`config.mk`:
```
export PLATFORM = sky130hd
export DESIGN_NAME = sgc_global_ctl
export DESIGN_NICKNAME = d
export VERILOG_FILES = /design/src/hw/sgc_pkg.sv /design/src/hw/sgc_global_ctl.sv /design/src/hw/sgc_age_timer.sv
export SDC_FILE = /design/constraint.sdc
export NUM_CORES = 1
export LEC_CHECK = 0
export CAP_MARGIN = 15
export CELL_PAD_IN_SITES_DETAIL_PLACEMENT = 0
export CELL_PAD_IN_SITES_GLOBAL_PLACEMENT = 1
export CORE_AREA = 3 3 100 102
export DETAILED_ROUTE_END_ITERATION = 8
export DIE_AREA = 0 0 103 105
export DONT_BUFFER_PORTS = 1
export MAX_ROUTING_LAYER = met4
export PLACE_DENSITY = 0.85
export SLEW_MARGIN = 5
export SYNTH_ARGS = -nofsm -noshare
export SYNTH_HDL_FRONTEND = slang
export SYNTH_SLANG_ARGS = --single-unit
export TNS_END_PERCENT = 20
```
`constraint.sdc`:
```
create_clock -name I_REF_CLK -period 8.45 [get_ports I_REF_CLK]
set_clock_uncertainty 0.2 [all_clocks]
set_input_delay 2.535 -clock I_REF_CLK [delete_from_list [all_inputs] [get_ports I_REF_CLK]]
set_output_delay 2.535 -clock I_REF_CLK [all_outputs]
set_load 0.05 [all_outputs]
```
`src/hw/sgc_pkg.sv`:
```
/*
 * sgc_pkg: register map, field positions, reset values, timing counts and
 * carrier types for the switch identity / global control register bank.
 * Assumes a single 250 MHz reference clock shared by every user of it.
 */
package sgc_pkg;

  // ************************************************************
  // register map (byte offsets on the 16-bit host register port)
  // ************************************************************
  localparam logic [7:0]  OFS_ID_RUN   = 8'h00;
  localparam logic [7:0]  OFS_CTL_ONE  = 8'h02;

  // identity / run fields
  localparam int          ID_FAMILY_LSB = 8;
  localparam int          ID_CHIP_LSB   = 4;
  localparam int          ID_REV_LSB    = 1;
  localparam int          ID_RUN_BIT    = 0;
  localparam logic        RUN_RST       = 1'b1;

  // control one fields
  localparam int          CB_PASS_ALL   = 15;
  localparam int          CB_RX2000     = 14;
  localparam int          CB_TX_FC      = 13;
  localparam int          CB_RX_FC      = 12;
  localparam int          CB_LEN_CHK    = 11;
  localparam int          CB_AGE_EN     = 10;
  localparam int          CB_FAST_AGE   = 9;
  localparam int          CB_AGGR_BO    = 8;
  localparam int          CB_RATE_FC    = 5;
  localparam int          CB_RX2K       = 4;
  localparam int          CB_PASS_PAUSE = 3;
  localparam int          CB_LINK_AGE   = 0;
  localparam logic [15:0] CTL_ONE_RST   = 16'h3450;

  // frame length figures
  localparam logic [10:0] MAX_LEN_LONG  = 11'd2000;
  localparam logic [15:0] LEN_FIELD_TOP = 16'd1500;

  // ************************************************************
  // timing
  // ************************************************************
  localparam longint unsigned CLK_MHZ      = 250;
  localparam longint unsigned FAST_AGE_US  = 800;
  localparam longint unsigned NORM_AGE_S   = 300 + 75;
  // longest times, so round up
  localparam longint unsigned FAST_AGE_CYC = FAST_AGE_US * CLK_MHZ;
  localparam longint unsigned NORM_AGE_CYC = NORM_AGE_S * CLK_MHZ * 64'd1000000;

  // ************************************************************
  // carriers
  // ************************************************************
  typedef struct packed {
    logic        valid;
    logic        bad;
    logic        pause;
    logic        rate_exceed;
    logic        sniff;
    logic [10:0] len;
    logic [15:0] len_type;
    logic [10:0] payload_len;
  } sgc_frm_t;

  typedef struct packed {
    logic pass_all;
    logic rx2000;
    logic tx_fc;
    logic rx_fc;
    logic len_chk;
    logic age_en;
    logic fast_age;
    logic aggr_backoff;
    logic rate_fc;
    logic rx2k;
    logic pass_pause;
    logic link_age;
  } sgc_ctl_t;

endpackage

```
`src/hw/sgc_global_ctl.sv`:
```
/*
 * sgc_global_ctl: identity / run register and global control register one,
 * with the frame accept decision, flow control gating and aging control
 * that those bits steer. Assumes a synchronous 16-bit host register port,
 * per-port link status straight from pins, one frame descriptor per cycle.
 */
// Function
// - the identity register shows fixed family, chip and revision codes that writes cannot change.
// - identity bit 0 is a run bit, reset to one, where zero disables the switch.
// - control bit 15 forwards bad frames too, but only while the frame is in sniffer mode.
// - control bit 14 accepts frames up to 2000 bytes, otherwise bit 4 or the second register's size bits set the limit.
// - control bit 13, reset to one, allows pause generation and when clear no pause is sent.
// - control bit 12, reset to one, lets received pause frames act and when clear they are ignored.
// - control bit 11 drops frames whose length field below 1500 disagrees with the real length.
// - control bit 10, reset to one, enables aging of learned addresses.
// - control bit 9 selects the fast aging period of about 800 us.
// - control bit 8 selects the aggressive half-duplex back-off.
// - control bit 5 sends a pause on ingress rate excess when set and drops the frame when clear.
// - control bit 4, reset to one, allows 2000-byte frames and overrides the second register's size bits.
// - control bit 3 passes pause frames instead of filtering them.
// - with control bit 0 set, link loss starts one fast aging cycle, then normal aging resumes.
// - any link loss ages out every learned address.
`timescale 1ns/1ps
module sgc_global_ctl #(
  parameter int              NPORT       = 2,
  parameter logic [7:0]      FAMILY_CODE = 8'h5A,  // arbitrary value
  parameter logic [3:0]      CHIP_CODE   = 4'hC,   // arbitrary value
  parameter logic [2:0]      REV_CODE    = 3'h5,   // arbitrary value
  parameter longint unsigned NORM_CYC    = sgc_pkg::NORM_AGE_CYC,
  parameter longint unsigned FAST_CYC    = sgc_pkg::FAST_AGE_CYC
) (
  // clock and reset
  input  wire logic             I_REF_CLK,
  input  wire logic             I_ARST_N,
  // host register port
  input  wire logic [7:0]       I_ADDR,
  input  wire logic             I_WR,
  input  wire logic             I_RD,
  input  wire logic [1:0]       I_BE,
  input  wire logic [15:0]      I_WDATA,
  output logic [15:0]           O_RDATA,
  output logic                  O_RVALID,
  // link status pins
  input  wire logic [NPORT-1:0] I_LINK_UP,
  // frame decision
  input  sgc_pkg::sgc_frm_t     I_FRM,
  input  wire logic [10:0]      I_ALT_MAX_LEN,
  output logic                  O_FRM_DONE,
  output logic                  O_FRM_FWD,
  output logic                  O_FRM_DROP,
  output logic                  O_PAUSE_HONOR,
  // flow control and mac settings
  input  wire logic             I_FC_REQ,
  output logic                  O_PAUSE_GEN,
  output logic                  O_AGGR_BACKOFF,
  output logic                  O_RUN,
  output sgc_pkg::sgc_ctl_t     O_CTL,
  // aging
  output logic                  O_AGE_TICK,
  output logic                  O_AGE_ALL
);

  // ************************************************************
  // registers
  // ************************************************************
  logic        run_q;
  logic        run_d;
  logic [15:0] ctl_q;
  logic [15:0] ctl_d;
  logic [15:0] rdata_q;
  logic [15:0] rdata_d;
  logic        rvalid_q;
  logic [15:0] id_word;
  logic        hit_id;
  logic        hit_ctl;

  assign hit_id  = (I_ADDR == sgc_pkg::OFS_ID_RUN);
  assign hit_ctl = (I_ADDR == sgc_pkg::OFS_CTL_ONE);
  assign id_word = {FAMILY_CODE, CHIP_CODE, REV_CODE, run_q};

  always_comb begin
    run_d   = run_q;
    ctl_d   = ctl_q;
    rdata_d = rdata_q;
    if (I_WR && hit_id && I_BE[0]) begin
      run_d = I_WDATA[sgc_pkg::ID_RUN_BIT];
    end
    if (I_WR && hit_ctl) begin
      // reserved bits are stored as written, software keeps them
      if (I_BE[0]) begin
        ctl_d[7:0] = I_WDATA[7:0];
      end
      if (I_BE[1]) begin
        ctl_d[15:8] = I_WDATA[15:8];
      end
    end
    if (I_RD) begin
      // unmapped offsets read as zero
      rdata_d = hit_id ? id_word : (hit_ctl ? ctl_q : 16'h0000);
    end
  end

  always_ff @(posedge I_REF_CLK or negedge I_ARST_N) begin
    if (!I_ARST_N) begin
      run_q    <= sgc_pkg::RUN_RST;
      ctl_q    <= sgc_pkg::CTL_ONE_RST;
      rdata_q  <= 16'h0000;
      rvalid_q <= 1'b0;
    end else begin
      run_q    <= run_d;
      ctl_q    <= ctl_d;
      rdata_q  <= rdata_d;
      rvalid_q <= I_RD;
    end
  end

  assign O_RDATA  = rdata_q;
  assign O_RVALID = rvalid_q;
  assign O_RUN    = run_q;

  assign O_CTL.pass_all     = ctl_q[sgc_pkg::CB_PASS_ALL];
  assign O_CTL.rx2000       = ctl_q[sgc_pkg::CB_RX2000];
  assign O_CTL.tx_fc        = ctl_q[sgc_pkg::CB_TX_FC];
  assign O_CTL.rx_fc        = ctl_q[sgc_pkg::CB_RX_FC];
  assign O_CTL.len_chk      = ctl_q[sgc_pkg::CB_LEN_CHK];
  assign O_CTL.age_en       = ctl_q[sgc_pkg::CB_AGE_EN];
  assign O_CTL.fast_age     = ctl_q[sgc_pkg::CB_FAST_AGE];
  assign O_CTL.aggr_backoff = ctl_q[sgc_pkg::CB_AGGR_BO];
  assign O_CTL.rate_fc      = ctl_q[sgc_pkg::CB_RATE_FC];
  assign O_CTL.rx2k         = ctl_q[sgc_pkg::CB_RX2K];
  assign O_CTL.pass_pause   = ctl_q[sgc_pkg::CB_PASS_PAUSE];
  assign O_CTL.link_age     = ctl_q[sgc_pkg::CB_LINK_AGE];
  assign O_AGGR_BACKOFF     = ctl_q[sgc_pkg::CB_AGGR_BO];

  // ************************************************************
  // frame accept decision
  // ************************************************************
  logic [10:0] max_len;
  logic        too_long;
  logic        len_bad;
  logic        err_drop;
  logic        pause_drop;
  logic        rate_drop;
  logic        drop_d;
  logic        done_q;
  logic        drop_q;
  logic        honor_q;
  logic        honor_d;

  always_comb begin
    // either long-frame bit overrides the second register's limit
    max_len    = (ctl_q[sgc_pkg::CB_RX2000] || ctl_q[sgc_pkg::CB_RX2K]) ?
                 sgc_pkg::MAX_LEN_LONG : I_ALT_MAX_LEN;
    // second register's limit is capped too, nothing over 2000 gets in
    too_long   = (I_FRM.len > max_len) || (I_FRM.len > sgc_pkg::MAX_LEN_LONG);
    len_bad    = ctl_q[sgc_pkg::CB_LEN_CHK] && (I_FRM.len_type < sgc_pkg::LEN_FIELD_TOP) &&
                 (I_FRM.len_type != {5'h00, I_FRM.payload_len});
    err_drop   = I_FRM.bad && !(ctl_q[sgc_pkg::CB_PASS_ALL] && I_FRM.sniff);
    pause_drop = I_FRM.pause && !ctl_q[sgc_pkg::CB_PASS_PAUSE];
    rate_drop  = I_FRM.rate_exceed && !ctl_q[sgc_pkg::CB_RATE_FC];
    drop_d     = !run_q || too_long || len_bad || err_drop || pause_drop || rate_drop;
    honor_d    = I_FRM.valid && I_FRM.pause && run_q && ctl_q[sgc_pkg::CB_RX_FC];
  end

  always_ff @(posedge I_REF_CLK or negedge I_ARST_N) begin
    if (!I_ARST_N) begin
      done_q  <= 1'b0;
      drop_q  <= 1'b0;
      honor_q <= 1'b0;
    end else begin
      done_q  <= I_FRM.valid;
      drop_q  <= I_FRM.valid && drop_d;
      honor_q <= honor_d;
    end
  end

  assign O_FRM_DONE    = done_q;
  assign O_FRM_DROP    = drop_q;
  assign O_FRM_FWD     = done_q && !drop_q;
  assign O_PAUSE_HONOR = honor_q;

  // ************************************************************
  // pause generation
  // ************************************************************
  logic pause_q;
  logic pause_d;

  assign pause_d = run_q && ctl_q[sgc_pkg::CB_TX_FC] &&
                   (I_FC_REQ || (I_FRM.valid && I_FRM.rate_exceed &&
                   ctl_q[sgc_pkg::CB_RATE_FC]));

  always_ff @(posedge I_REF_CLK or negedge I_ARST_N) begin
    if (!I_ARST_N) begin
      pause_q <= 1'b0;
    end else begin
      pause_q <= pause_d;
    end
  end

  assign O_PAUSE_GEN = pause_q;

  // ************************************************************
  // link loss and aging
  // ************************************************************
  logic [NPORT-1:0] link_s1_q;
  logic [NPORT-1:0] link_s2_q;
  logic [NPORT-1:0] link_s3_q;
  logic [NPORT-1:0] link_fall;
  logic             link_lost;
  logic             once_q;
  logic             once_d;
  logic             all_q;
  logic             tick;
  logic             age_run;

  genvar gp;
  generate
    for (gp = 0; gp < NPORT; gp++) begin : g_link
      // pins are async, only s2 onward is looked at
      always_ff @(posedge I_REF_CLK or negedge I_ARST_N) begin
        if (!I_ARST_N) begin
          link_s1_q[gp] <= 1'b0;
          link_s2_q[gp] <= 1'b0;
          link_s3_q[gp] <= 1'b0;
        end else begin
          link_s1_q[gp] <= I_LINK_UP[gp];
          link_s2_q[gp] <= link_s1_q[gp];
          link_s3_q[gp] <= link_s2_q[gp];
        end
      end
      assign link_fall[gp] = link_s3_q[gp] && !link_s2_q[gp];
    end
  endgenerate

  assign link_lost = |link_fall;
  assign age_run   = run_q && ctl_q[sgc_pkg::CB_AGE_EN];

  always_comb begin
    once_d = once_q;
    if (tick || !age_run) begin
      once_d = 1'b0;
    end
    // a new loss in the tick cycle still starts a fresh fast cycle
    if (link_lost && ctl_q[sgc_pkg::CB_LINK_AGE] && age_run) begin
      once_d = 1'b1;
    end
  end

  always_ff @(posedge I_REF_CLK or negedge I_ARST_N) begin
    if (!I_ARST_N) begin
      once_q <= 1'b0;
      all_q  <= 1'b0;
    end else begin
      once_q <= once_d;
      all_q  <= link_lost;
    end
  end

  sgc_age_timer #(
    .NORM_CYC (NORM_CYC),
    .FAST_CYC (FAST_CYC)
  ) u_age (
    .i_clk     (I_REF_CLK),
    .i_arst_n  (I_ARST_N),
    .i_en      (age_run),
    .i_fast    (ctl_q[sgc_pkg::CB_FAST_AGE] || once_q),
    .i_restart (link_lost && ctl_q[sgc_pkg::CB_LINK_AGE]),
    .o_tick    (tick)
  );

  assign O_AGE_TICK = tick;
  assign O_AGE_ALL  = all_q;

  // ************************************************************
  // checks
  // ************************************************************
  a_id_fields_ro: assert property (@(posedge I_REF_CLK) disable iff (!I_ARST_N)
    O_RVALID && $past(I_RD) && $past(I_ADDR) == sgc_pkg::OFS_ID_RUN |->
    O_RDATA[15:1] == {FAMILY_CODE, CHIP_CODE, REV_CODE})
    else $error("identity fields read wrong");

  a_run_write: assert property (@(posedge I_REF_CLK) disable iff (!I_ARST_N)
    I_WR && hit_id && I_BE[0] |=> O_RUN == $past(I_WDATA[0]))
    else $error("run bit did not take write");

  a_stopped_drop: assert property (@(posedge I_REF_CLK) disable iff (!I_ARST_N)
    I_FRM.valid && !run_q |=> O_FRM_DROP && !O_FRM_FWD)
    else $error("frame passed while stopped");

  a_long_drop: assert property (@(posedge I_REF_CLK) disable iff (!I_ARST_N)
    I_FRM.valid && I_FRM.len > sgc_pkg::MAX_LEN_LONG |=> O_FRM_DROP)
    else $error("overlong frame kept");

  a_bad_filter: assert property (@(posedge I_REF_CLK) disable iff (!I_ARST_N)
    I_FRM.valid && I_FRM.bad && !I_FRM.sniff |=> O_FRM_DROP)
    else $error("bad frame forwarded outside sniffer");

  a_txfc_gate: assert property (@(posedge I_REF_CLK) disable iff (!I_ARST_N)
    !ctl_q[sgc_pkg::CB_TX_FC] |=> !O_PAUSE_GEN)
    else $error("pause sent with tx flow control off");

  a_rxfc_gate: assert property (@(posedge I_REF_CLK) disable iff (!I_ARST_N)
    O_PAUSE_HONOR |-> $past(ctl_q[sgc_pkg::CB_RX_FC]) && $past(I_FRM.pause))
    else $error("pause honoured while ignored");

  a_len_field: assert property (@(posedge I_REF_CLK) disable iff (!I_ARST_N)
    I_FRM.valid && ctl_q[sgc_pkg::CB_LEN_CHK] && I_FRM.len_type < 16'd1500 &&
    I_FRM.len_type != {5'h00, I_FRM.payload_len} |=> O_FRM_DROP)
    else $error("length field mismatch kept");

  a_age_off: assert property (@(posedge I_REF_CLK) disable iff (!I_ARST_N)
    !ctl_q[sgc_pkg::CB_AGE_EN] [*2] |-> !O_AGE_TICK)
    else $error("aging tick while disabled");

  a_pause_filter: assert property (@(posedge I_REF_CLK) disable iff (!I_ARST_N)
    I_FRM.valid && I_FRM.pause && !ctl_q[sgc_pkg::CB_PASS_PAUSE] |=> O_FRM_DROP)
    else $error("pause frame not filtered");

  a_link_age_all: assert property (@(posedge I_REF_CLK) disable iff (!I_ARST_N)
    link_lost |=> O_AGE_ALL)
    else $error("link loss did not age out table");

endmodule

```
`src/hw/sgc_age_timer.sv`:
```
/*
 * sgc_age_timer: free-running aging period counter with a normal and a
 * fast period. Assumes the caller gates it and restarts it synchronously.
 */
`timescale 1ns/1ps
module sgc_age_timer #(
  parameter int              CW       = 40,
  parameter longint unsigned NORM_CYC = sgc_pkg::NORM_AGE_CYC,
  parameter longint unsigned FAST_CYC = sgc_pkg::FAST_AGE_CYC
) (
  // clock and reset
  input  wire logic i_clk,
  input  wire logic i_arst_n,
  // control
  input  wire logic i_en,
  input  wire logic i_fast,
  input  wire logic i_restart,
  // event
  output logic      o_tick
);

  // ************************************************************
  // period counter
  // ************************************************************
  logic [CW-1:0] cnt_q;
  logic [CW-1:0] cnt_d;
  logic [CW-1:0] last;
  logic          tick_d;
  logic          tick_q;

  always_comb begin
    last   = i_fast ? CW'(FAST_CYC - 1) : CW'(NORM_CYC - 1);
    cnt_d  = cnt_q;
    tick_d = 1'b0;
    if (!i_en || i_restart) begin
      cnt_d = '0;
    end else if (cnt_q >= last) begin
      // >= so a switch to the short period ends at once
      cnt_d  = '0;
      tick_d = 1'b1;
    end else begin
      cnt_d = cnt_q + CW'(1);
    end
  end

  always_ff @(posedge i_clk or negedge i_arst_n) begin
    if (!i_arst_n) begin
      cnt_q  <= '0;
      tick_q <= 1'b0;
    end else begin
      cnt_q  <= cnt_d;
      tick_q <= tick_d;
    end
  end

  assign o_tick = tick_q;

endmodule

```
# After elaboration in Yosys (flattened, before gate mapping)
# Index checks and enable logic that the tools add are counted.
# word_totals
wordCells,83
reg_bits,87
inputBits,87
# op_classes
addsub,1
eq_ne,2
n_lt_le_gt_ge,4
muxes,10
reduce_logical,47
# ops
operator,n
$mux W40,2
$add A40 B1 Y40 const B,1
$ge A40 B40 Y1,1
$mux W37,1
$mux W16,2
$logic_and A1 B1 Y1,23
$lt A16 B11 Y1 const B,1
$ne A16 B11 Y1,1
$gt A11 B11 Y1,1
$gt A11 B11 Y1 const B,1
$logic_or A1 B1 Y1,11
$mux W11,1
$eq A8 B2 Y1 const B,1
$logic_not A1 Y1,8
$logic_not A8 Y1,1
$mux W1,4
$reduce_and A2 Y1,2
$reduce_bool A2 Y1,1
$reduce_or A2 Y1,1

# Depth between registers and ports, before layout
# Gate-level depths: netlist of the first run.
# logic_depth
ltp_word,10
mapped_depth,10
ltp_nobuf,8

# Hierarchy
# A second synthesis of the first run with hierarchy kept.
# unflattened
cells_unflattened,497
area_unflattened_um2,4987.3
# modules_own_cells
module,n_inst,seq_area_each_um2,area_per_inst_um2,cells_per_inst
sgc_age_timer,1,1026.0,2556.2,263
sgc_global_ctl,1,1158.6,2431.1,234

# Least setup slack after synthesis of the first run
# No wires, ideal clock.
# synth_timing
path_kind,input port to flip-flop
startpoint,input port I_ADDR[6]
endpoint,register ctl_q[0]
required_ps,8125
t_arrival_ps,3871
path_stages,4
n_path_buf,0
slack_ps,4254
path_cell_list,or4_4 -> nor4_4 -> nand4_4 -> mux2_2
# synth_between
elab_chain_len,3
# synth_lines
item,line_no,text
from (decl),sgc_global_ctl.sv:36,"input wire logic [7:0] I_ADDR,"
$eq A8 B2 Y1,sgc_global_ctl.sv:78,assign hit_ctl = (I_ADDR == sgc_pkg::OFS_CTL_ONE);
$logic_and A1 B1 Y1,sgc_global_ctl.sv:88,if (I_WR && hit_ctl) begin
$reduce_and A2 Y1 (no line),-,
to (signal assigned),sgc_global_ctl.sv:106,ctl_q <= sgc_pkg::CTL_ONE_RST;
to (signal assigned),sgc_global_ctl.sv:111,ctl_q <= ctl_d;
to (decl),sgc_global_ctl.sv:68,logic [15:0] ctl_q;
# No other way between the ends.
# A chain may end at the register's enable or synchronous reset.

# Final worst setup path of the first run
# layout_timing
startpoint,register done_q (netlist: O_FRM_DONE)
endpoint,output port O_FRM_FWD
# layout_between
elab_chain_len,1
# layout_lines
item,line_no,text
from (decl),sgc_global_ctl.sv:145,logic done_q;
from (signal assigned),sgc_global_ctl.sv:171,done_q <= I_FRM.valid;
$logic_and A1 B1 Y1,sgc_global_ctl.sv:179,assign O_FRM_FWD = done_q && !drop_q;
to (decl),sgc_global_ctl.sv:49,"output logic O_FRM_FWD,"
# No other way between the ends.

==> results of run 1 <==
-- sequential cells by signal, indices dropped and copies added, names as in the netlist, 2 cells and up --
signal,cells
link_s1_q,2
u_age.cnt_q,40
ctl_q,16
link_s2_q,2
link_s3_q,2
O_RDATA,16
-- metrics by stage --
step / cells / utilization (%) / hold WS (ns)
floorplan: 476 / - / 0.131
global placement: 565 / 51.8 / 0.134
detailed placement: 565 / 51.8 / 0.136
CTS: 581 / 53.7 / 0.156
global route: 581 / 53.7 / 0.165
finish: 581 / 53.7 / 0.148
-- where the power goes --
part | leakage, nW | switching [mW] | internal, mW
registers | 1.16 | 0.0159 | 0.422
logic | 0.879 | 0.0156 | 0.0149
clock network | 0.0854 | 0.159 | 0.112
total | 2.13 | 0.190 | 0.549
-- final cells by class --
type	count	area [um^2]
clock inverter	6	52.6
fill	812	4250
timing repair buffer	1	7.51
sequential	87	2180
tap	111	139
multi-input combinational	339	2330
inverter	27	101
clock buffer	10	128
-- placed cells by master, fill, tap and decap left out, types with 4 or more instances in the layout --
cell type	Yosys	routed
xor2_1	40	40
a211oi_1	5	5
and4_1	4	4
clkbuf_8	0	9
a21oi_1	10	10
nor4_1	4	4
mux2_2	18	18
nor3_1	9	9
o22ai_1	8	8
inv_1	27	27
dfstp_2	6	6
nand2b_1	8	8
ha_1	30	30
nand2_1	29	29
o21ai_0	16	16
and3_1	4	4
nand4_1	20	20
xnor2_1	6	6
nor2_1	58	58
nand3_1	36	36
dfrtp_1	81	81
-- cells by family after synthesis --
group / Yosys count / synth area share, %
and+or+nand+nor: 189 / 20.9
DFF: 87 / 45.9
AOI/OAI and AO/OA: 54 / 7.21
buffers and inverters: 50 / 5.34
xor gates and xnor gates: 46 / 8.47
adders and majority gates: 30 / 7.89
muxes: 18 / 4.26
other: 1 / 0.0788
-- routing by layer --
| metal | up-vias | share of wire (%) | track usage (%) |
|---|---|---|---|
| met2 | 111 | 49 | 31.3 |
| met5 | - | 0 | - |
| met3 | 12 | 7.5 | 6.48 |
| met4 | 0 | 1.4 | 4.63 |
| li1 | 1637 | - | - |
| met1 | 1642 | 43 | 25.0 |
-- final timing paths --
path                                    from         endpoint  slack, ns  cells past startpoint
worst min-delay path            link_s1_q[0]     link_s2_q[0]       0.15                      0
worst min register to register  link_s1_q[0]     link_s2_q[0]       0.15                      0
min in group asynchronous           I_ARST_N       O_RDATA[6]       1.66                      0
worst max-delay path              O_FRM_DONE        O_FRM_FWD       3.90                      1
max in group asynchronous           I_ARST_N        ctl_q[10]       6.16                      0
worst max register to register      ctl_q[9]  u_age.cnt_q[14]       4.61                      8
==> flow_summary.toml, run 1 <==
[sta]
max_freq_mhz = 220
rsz0062_at_grt = "no"
period_needed_ns = 4.55
finalMaxSlewViolations = 0
setup_tns_ns = 0
worstMarginPinSlew_ns = 0.969
fin_ws_ns = 3.90
maxSlewHeadroom_pct = 34.9
setup_viol = 0
finalHoldViolCount = 0
fin_crit_sh_pct = 53.8

[clock_network]
htreeDepth = 3
cts_resized = 0
cts.path.max_buffers = 2
cts_hold_buffers = 0
numCtsBuffers = 9
root_buffer = "clkbuf_8"
clock_latency_ns = 0.36
cts_tree = "done"
post-cts-setup-buffers = 0
path_clk_slew_ns = 0.09
clock-sinks = 87

[routing]
firstDrtPassIters = 4
via_per_inst = 5.86
post_drt_wl_per_cell_um = 17.5
vias = 3402
drc = 0
drt-total-wl_mm = 10.2
dr.first_iter.drc_count = 196
ant_nets = 0

[setup_path]
crit_family = "simple AND/OR/NAND/NOR gates"
crit_type = "flip-flop to output port"
path_max_fanout = 2
path_buf_inv = 0
cpPeakStageDelay_ns = 0.80
critical_path.endpoint_type = "output port"
crit_path_start_kind = "flip-flop"
cp_slowest_cell = "nor2b_1"
worst_ep_arrival_time_ns = 1.81
crit_chain = "nor2b_1"
worstPathRequired_ns = 5.72

[cells_and_area]
antenna_cells = 0
nets = 582
drive_gt1_share_pct = 10.4
final_area_um2 = 4940
area_delta_synth_final_pct = 3.87

[synthesis]
synthFlopType = "dfrtp_1"
yosysWarnings = 0
yosysUniqueCellTypes = 47
ys_seq_area_share_pct = 45.9
ys_ff_latch = 87
netlist_instances = 475
post-synth-top-count-cell = "dfrtp_1"
yosys-top-cells-area = "dfrtp_1, ha_1, xor2_1"
async_flop_share_pct = 100
synth.top_cell.area_share_pct = 42.6
synth-edff-count = 0
synth_top_cell_by_area = "dfrtp_1"
synthTopCellsByCount = "dfrtp_1, nor2_1, xor2_1"
netlist_area_um2 = 4760
syn_area_per_cell_um2 = 10.0

[floorplan]
row_count = 35
die_h_um = 105
initial_core_util_pct = 51.7
io_pins = 125
fp.dieW_um = 103
core_area_um2 = 9200
die_area_um2 = 10800

[power_and_ir_drop]
power.total_uw = 739
p_leak_nw = 2.13
peakVddDrop_mv = 0.0682
p_per_area_nw_per_um2 = 149

[status]
status = "complete, no violations"

[placed_design]
dp_hpwl_mm = 7.49
dp_slack_ns = 3.63
gp_congestion = 0.821
placed_area_um2 = 4760
port_buffers = 0

[grt]
antenna_found_initial = 0
grt_pass1_wl_mm = 16.6
grt_max_degree = 88
grt_remaining_overflow = 0
track_usage_pct = 19.9
first_global_vias = 3358

[hold_path]
hold_path.class = "flip-flop to flip-flop"

[job]
drv_cap = 0
(Power assumes the default switching activity.)
==> run 2, diff against run 1 <==
--- a/config.mk
+++ b/config.mk
@@ -5,15 +5,16 @@
 export SDC_FILE = /design/constraint.sdc
 export NUM_CORES = 1
 export LEC_CHECK = 0
+export ABC_AREA = 1
 export CAP_MARGIN = 15
 export CELL_PAD_IN_SITES_DETAIL_PLACEMENT = 0
 export CELL_PAD_IN_SITES_GLOBAL_PLACEMENT = 1
-export CORE_AREA = 3 3 100 102
+export CORE_AREA = 3 3 121 123
 export DETAILED_ROUTE_END_ITERATION = 8
-export DIE_AREA = 0 0 103 105
+export DIE_AREA = 0 0 124 126
 export DONT_BUFFER_PORTS = 1
 export MAX_ROUTING_LAYER = met4
-export PLACE_DENSITY = 0.85
+export PLACE_DENSITY = 0.77
 export SLEW_MARGIN = 5
 export SYNTH_ARGS = -nofsm -noshare
 export SYNTH_HDL_FRONTEND = slang
==> constraint.sdc (replaced) <==
create_clock -name I_REF_CLK -period 3.8 [get_ports I_REF_CLK]
set_clock_uncertainty 0.2 [all_clocks]
set_input_delay 1.14 -clock I_REF_CLK [delete_from_list [all_inputs] [get_ports I_REF_CLK]]
set_output_delay 1.14 -clock I_REF_CLK [all_outputs]
set_load 0.05 [all_outputs]
==> run 2 against run 1 <==
Against the previous run:
- cell area grew 22%
- global-route usage rose by 0.54 points
- highest routed layer unchanged
- wire length is 47% higher
- largest cell class unchanged
- sequential power increased by 130%
- sequential cell count stayed put
- synthesized cell count up 67%
==> flow_summary.toml, run 2 <==
[status]
status = "complete, no violations"

[synthesis]
ys_seq_area_share_pct = 39.1
muxShareOfSynthArea_pct = 1.08
synth_top_cell_by_area = "dfrtp_1"
syn_area_per_cell_um2 = 7.04
netlist_area_um2 = 5580
synth_compound_area_share_pct = 7.28
netlist_instances = 793
synth_top_family_by_area = "simple AND/OR/NAND/NOR gates"
yosys-top-cells-area = "dfrtp_1, nand2_1, nor2_1"
async_flop_share_pct = 100
synthTopCellsByCount = "nand2_1, nor2_1, inv_1"
synthFlopType = "dfrtp_1"
synth.top_cell.area_share_pct = 36.3
synth-edff-count = 0
yosys.area_share.simple_pct = 36.1
yosysWarnings = 0
ys_ff_latch = 87
yosysUniqueCellTypes = 35
post-synth-top-count-cell = "nand2_1"
synthAdderAreaFrac_pct = 6.72
synth_xor_area_share_pct = 0

[power_and_ir_drop]
clkPwrFrac_pct = 46.3
power_switching_uw = 536
peakVddDrop_mv = 0.346
power.total_mw = 2.11
power_frac_seq_pct = 48.5
p_comb_share_pct = 5.2
p_per_area_nw_per_um2 = 350
p_leak_nw = 2.93
swShare_pct = 25.4
p_int_mw = 1.57

[routing]
firstDrtPassIters = 5
post_drt_wl_per_cell_um = 15.3
drt-total-wl_mm = 14.9
vias = 4877
ant_nets = 0
dr.first_iter.drc_count = 241
drc = 0
via_per_inst = 5.02

[cells_and_area]
largest_reg_flops = 40
antenna_cells = 0
nFillCells = 1462
final_cell_mix = "nand2_1, nor2_1, inv_1"
area_delta_synth_final_pct = 7.87
fin_cells = 972
top_register = "u_age.cnt_q"
layout_commonest_cell = "nand2_1"
nets = 904
drive_gt1_share_pct = 7.32

[setup_path]
r2r-end = "u_age.cnt_q[25]"
path_max_fanout = 17
critical_path.endpoint_type = "flip-flop"
crit_type = "flip-flop to flip-flop"
worstRegToRegCells = 13
crit_start = "ctl_q[9]"
crit_path_start_kind = "flip-flop"
worst_ep_arrival_time_ns = 3.35
r2r_slack_ns = 0.53
worstPathRequired_ns = 3.87
regToRegStartpoint = "ctl_q[9]"

[sta]
worstMarginPinSlew_ns = 0.907
setup_tns_ns = 0
setup_viol = 0
maxSlewHeadroom_pct = 39.5
fin_ws_ns = 0.527
rsz0062_at_grt = "no"
finalHoldViolCount = 0
finalMaxSlewViolations = 0
fin_crit_sh_pct = 86.1
period_needed_ns = 3.27
max_freq_mhz = 306
hold_ws_ns = 0.152

[clock_network]
path_clk_slew_ns = 0.07
root_buffer = "clkbuf_16"
clock_latency_ns = 0.35
htreeDepth = 3
cts_resized = 0
cts_tree = "done"
post-cts-setup-buffers = 0
numCtsBuffers = 9
cts.path.max_buffers = 2
clock-sinks = 87
cts_hold_buffers = 0

[floorplan]
io_pins = 125
row_count = 43
fp.dieW_um = 124
core_area_um2 = 13800
initial_core_util_pct = 40.5
die_area_um2 = 15600
die_h_um = 126

[hold_path]
holdPathStages = 0
hold_path.class = "flip-flop to flip-flop"
hold_path_end = "link_s2_q[0]"
hold_start = "link_s1_q[0]"

[grt]
first_global_vias = 4861
antenna_found_initial = 0
track_usage_pct = 20.4
grt_max_degree = 88
grt_remaining_overflow = 0
grt_pass1_wl_mm = 24.3

[job]
drv_cap = 0

[placed_design]
dp_hpwl_mm = 11.7
port_buffers = 0
gp_congestion = 0.898
dp_slack_ns = 0.565
dp.cells = 956
[run 2: changes by cell type in the layout (fill, tap and decap cells not counted), sizes merged, moves of 15 or more]
cell   before  now
nor2       58  154
nand2      29  219
nand4      22    7
xor2       40    0
nand3      36   64
mux2       18    0
a21oi      10   34
inv        30  105
[run 2: metal layers]
layer  part of all wire [%]  global-route usage (%)
met1                     42                    24.5
met5                      0                       -
met4                    1.9                    5.48
met2                     49                    33.0
met3                    7.0                    6.74
[run 2: power by group through the flow]
stage               Sequential (mW)  Clock (mW)  Combinational (mW)
finish                         1.02       0.976               0.110
global placement               1.04           0               0.106
CTS                            1.02       0.996               0.111
global route                   1.03        1.04               0.128
detailed placement             1.04           0               0.111
floorplan                      1.02           0               0.109
[run 2: cells by family after synthesis]
| group | Yosys count |
|---|---|
| buffers and inverters | 125 |
| AOI/OAI and AO/OA | 76 |
| muxes | 6 |
| other | 1 |
| DFF | 87 |
| and+or+nand+nor | 468 |
| adders and majority gates | 30 |
[run 2: per-stage QoR]
step | area [um^2] | utilization, %
finish | 6020 | 43.7
global route | 6020 | 43.7
CTS | 6020 | 43.7
detailed placement | 5700 | 41.4
global placement | 5700 | 41.4
floorplan | 5590 | -
[run 2: worst max-delay path by stage]
stage                       to  slack (ns)  depth (start not counted)
6_report       u_age.cnt_q[25]        0.53                         13
3_3_place_gp   u_age.cnt_q[25]        0.65                         11
5_1_grt        u_age.cnt_q[25]        0.26                         13
3_5_place_dp   u_age.cnt_q[18]        0.56                         13
2_1_floorplan        O_FRM_FWD        1.12                          2
4_1_cts        u_age.cnt_q[25]        0.54                         13
[run 2: worst max-delay path, cell delays in order, from the launching register on]
cell,delay [ns]
dfrtp_1,0.69
nor2_1,0.13
inv_1,0.48
ha_1,0.36
nand2_1,0.09
inv_1,0.04
nand3_1,0.09
nor2_1,0.05
nor2_1,0.10
nand2_1,0.06
nand2_1,0.07
nand3_2,0.35
buf_4,0.35
nor2_1,0.12
[run 2: area by class of cell]
class,count,area (um^2),area share (%)
clock inverter,7,101,1.68
sequential,87,2180,36.3
tap,180,225,3.74
multi-input combinational,582,2870,47.6
timing repair buffer,5,37.5,0.623
clock buffer,9,225,3.74
inverter,102,383,6.36
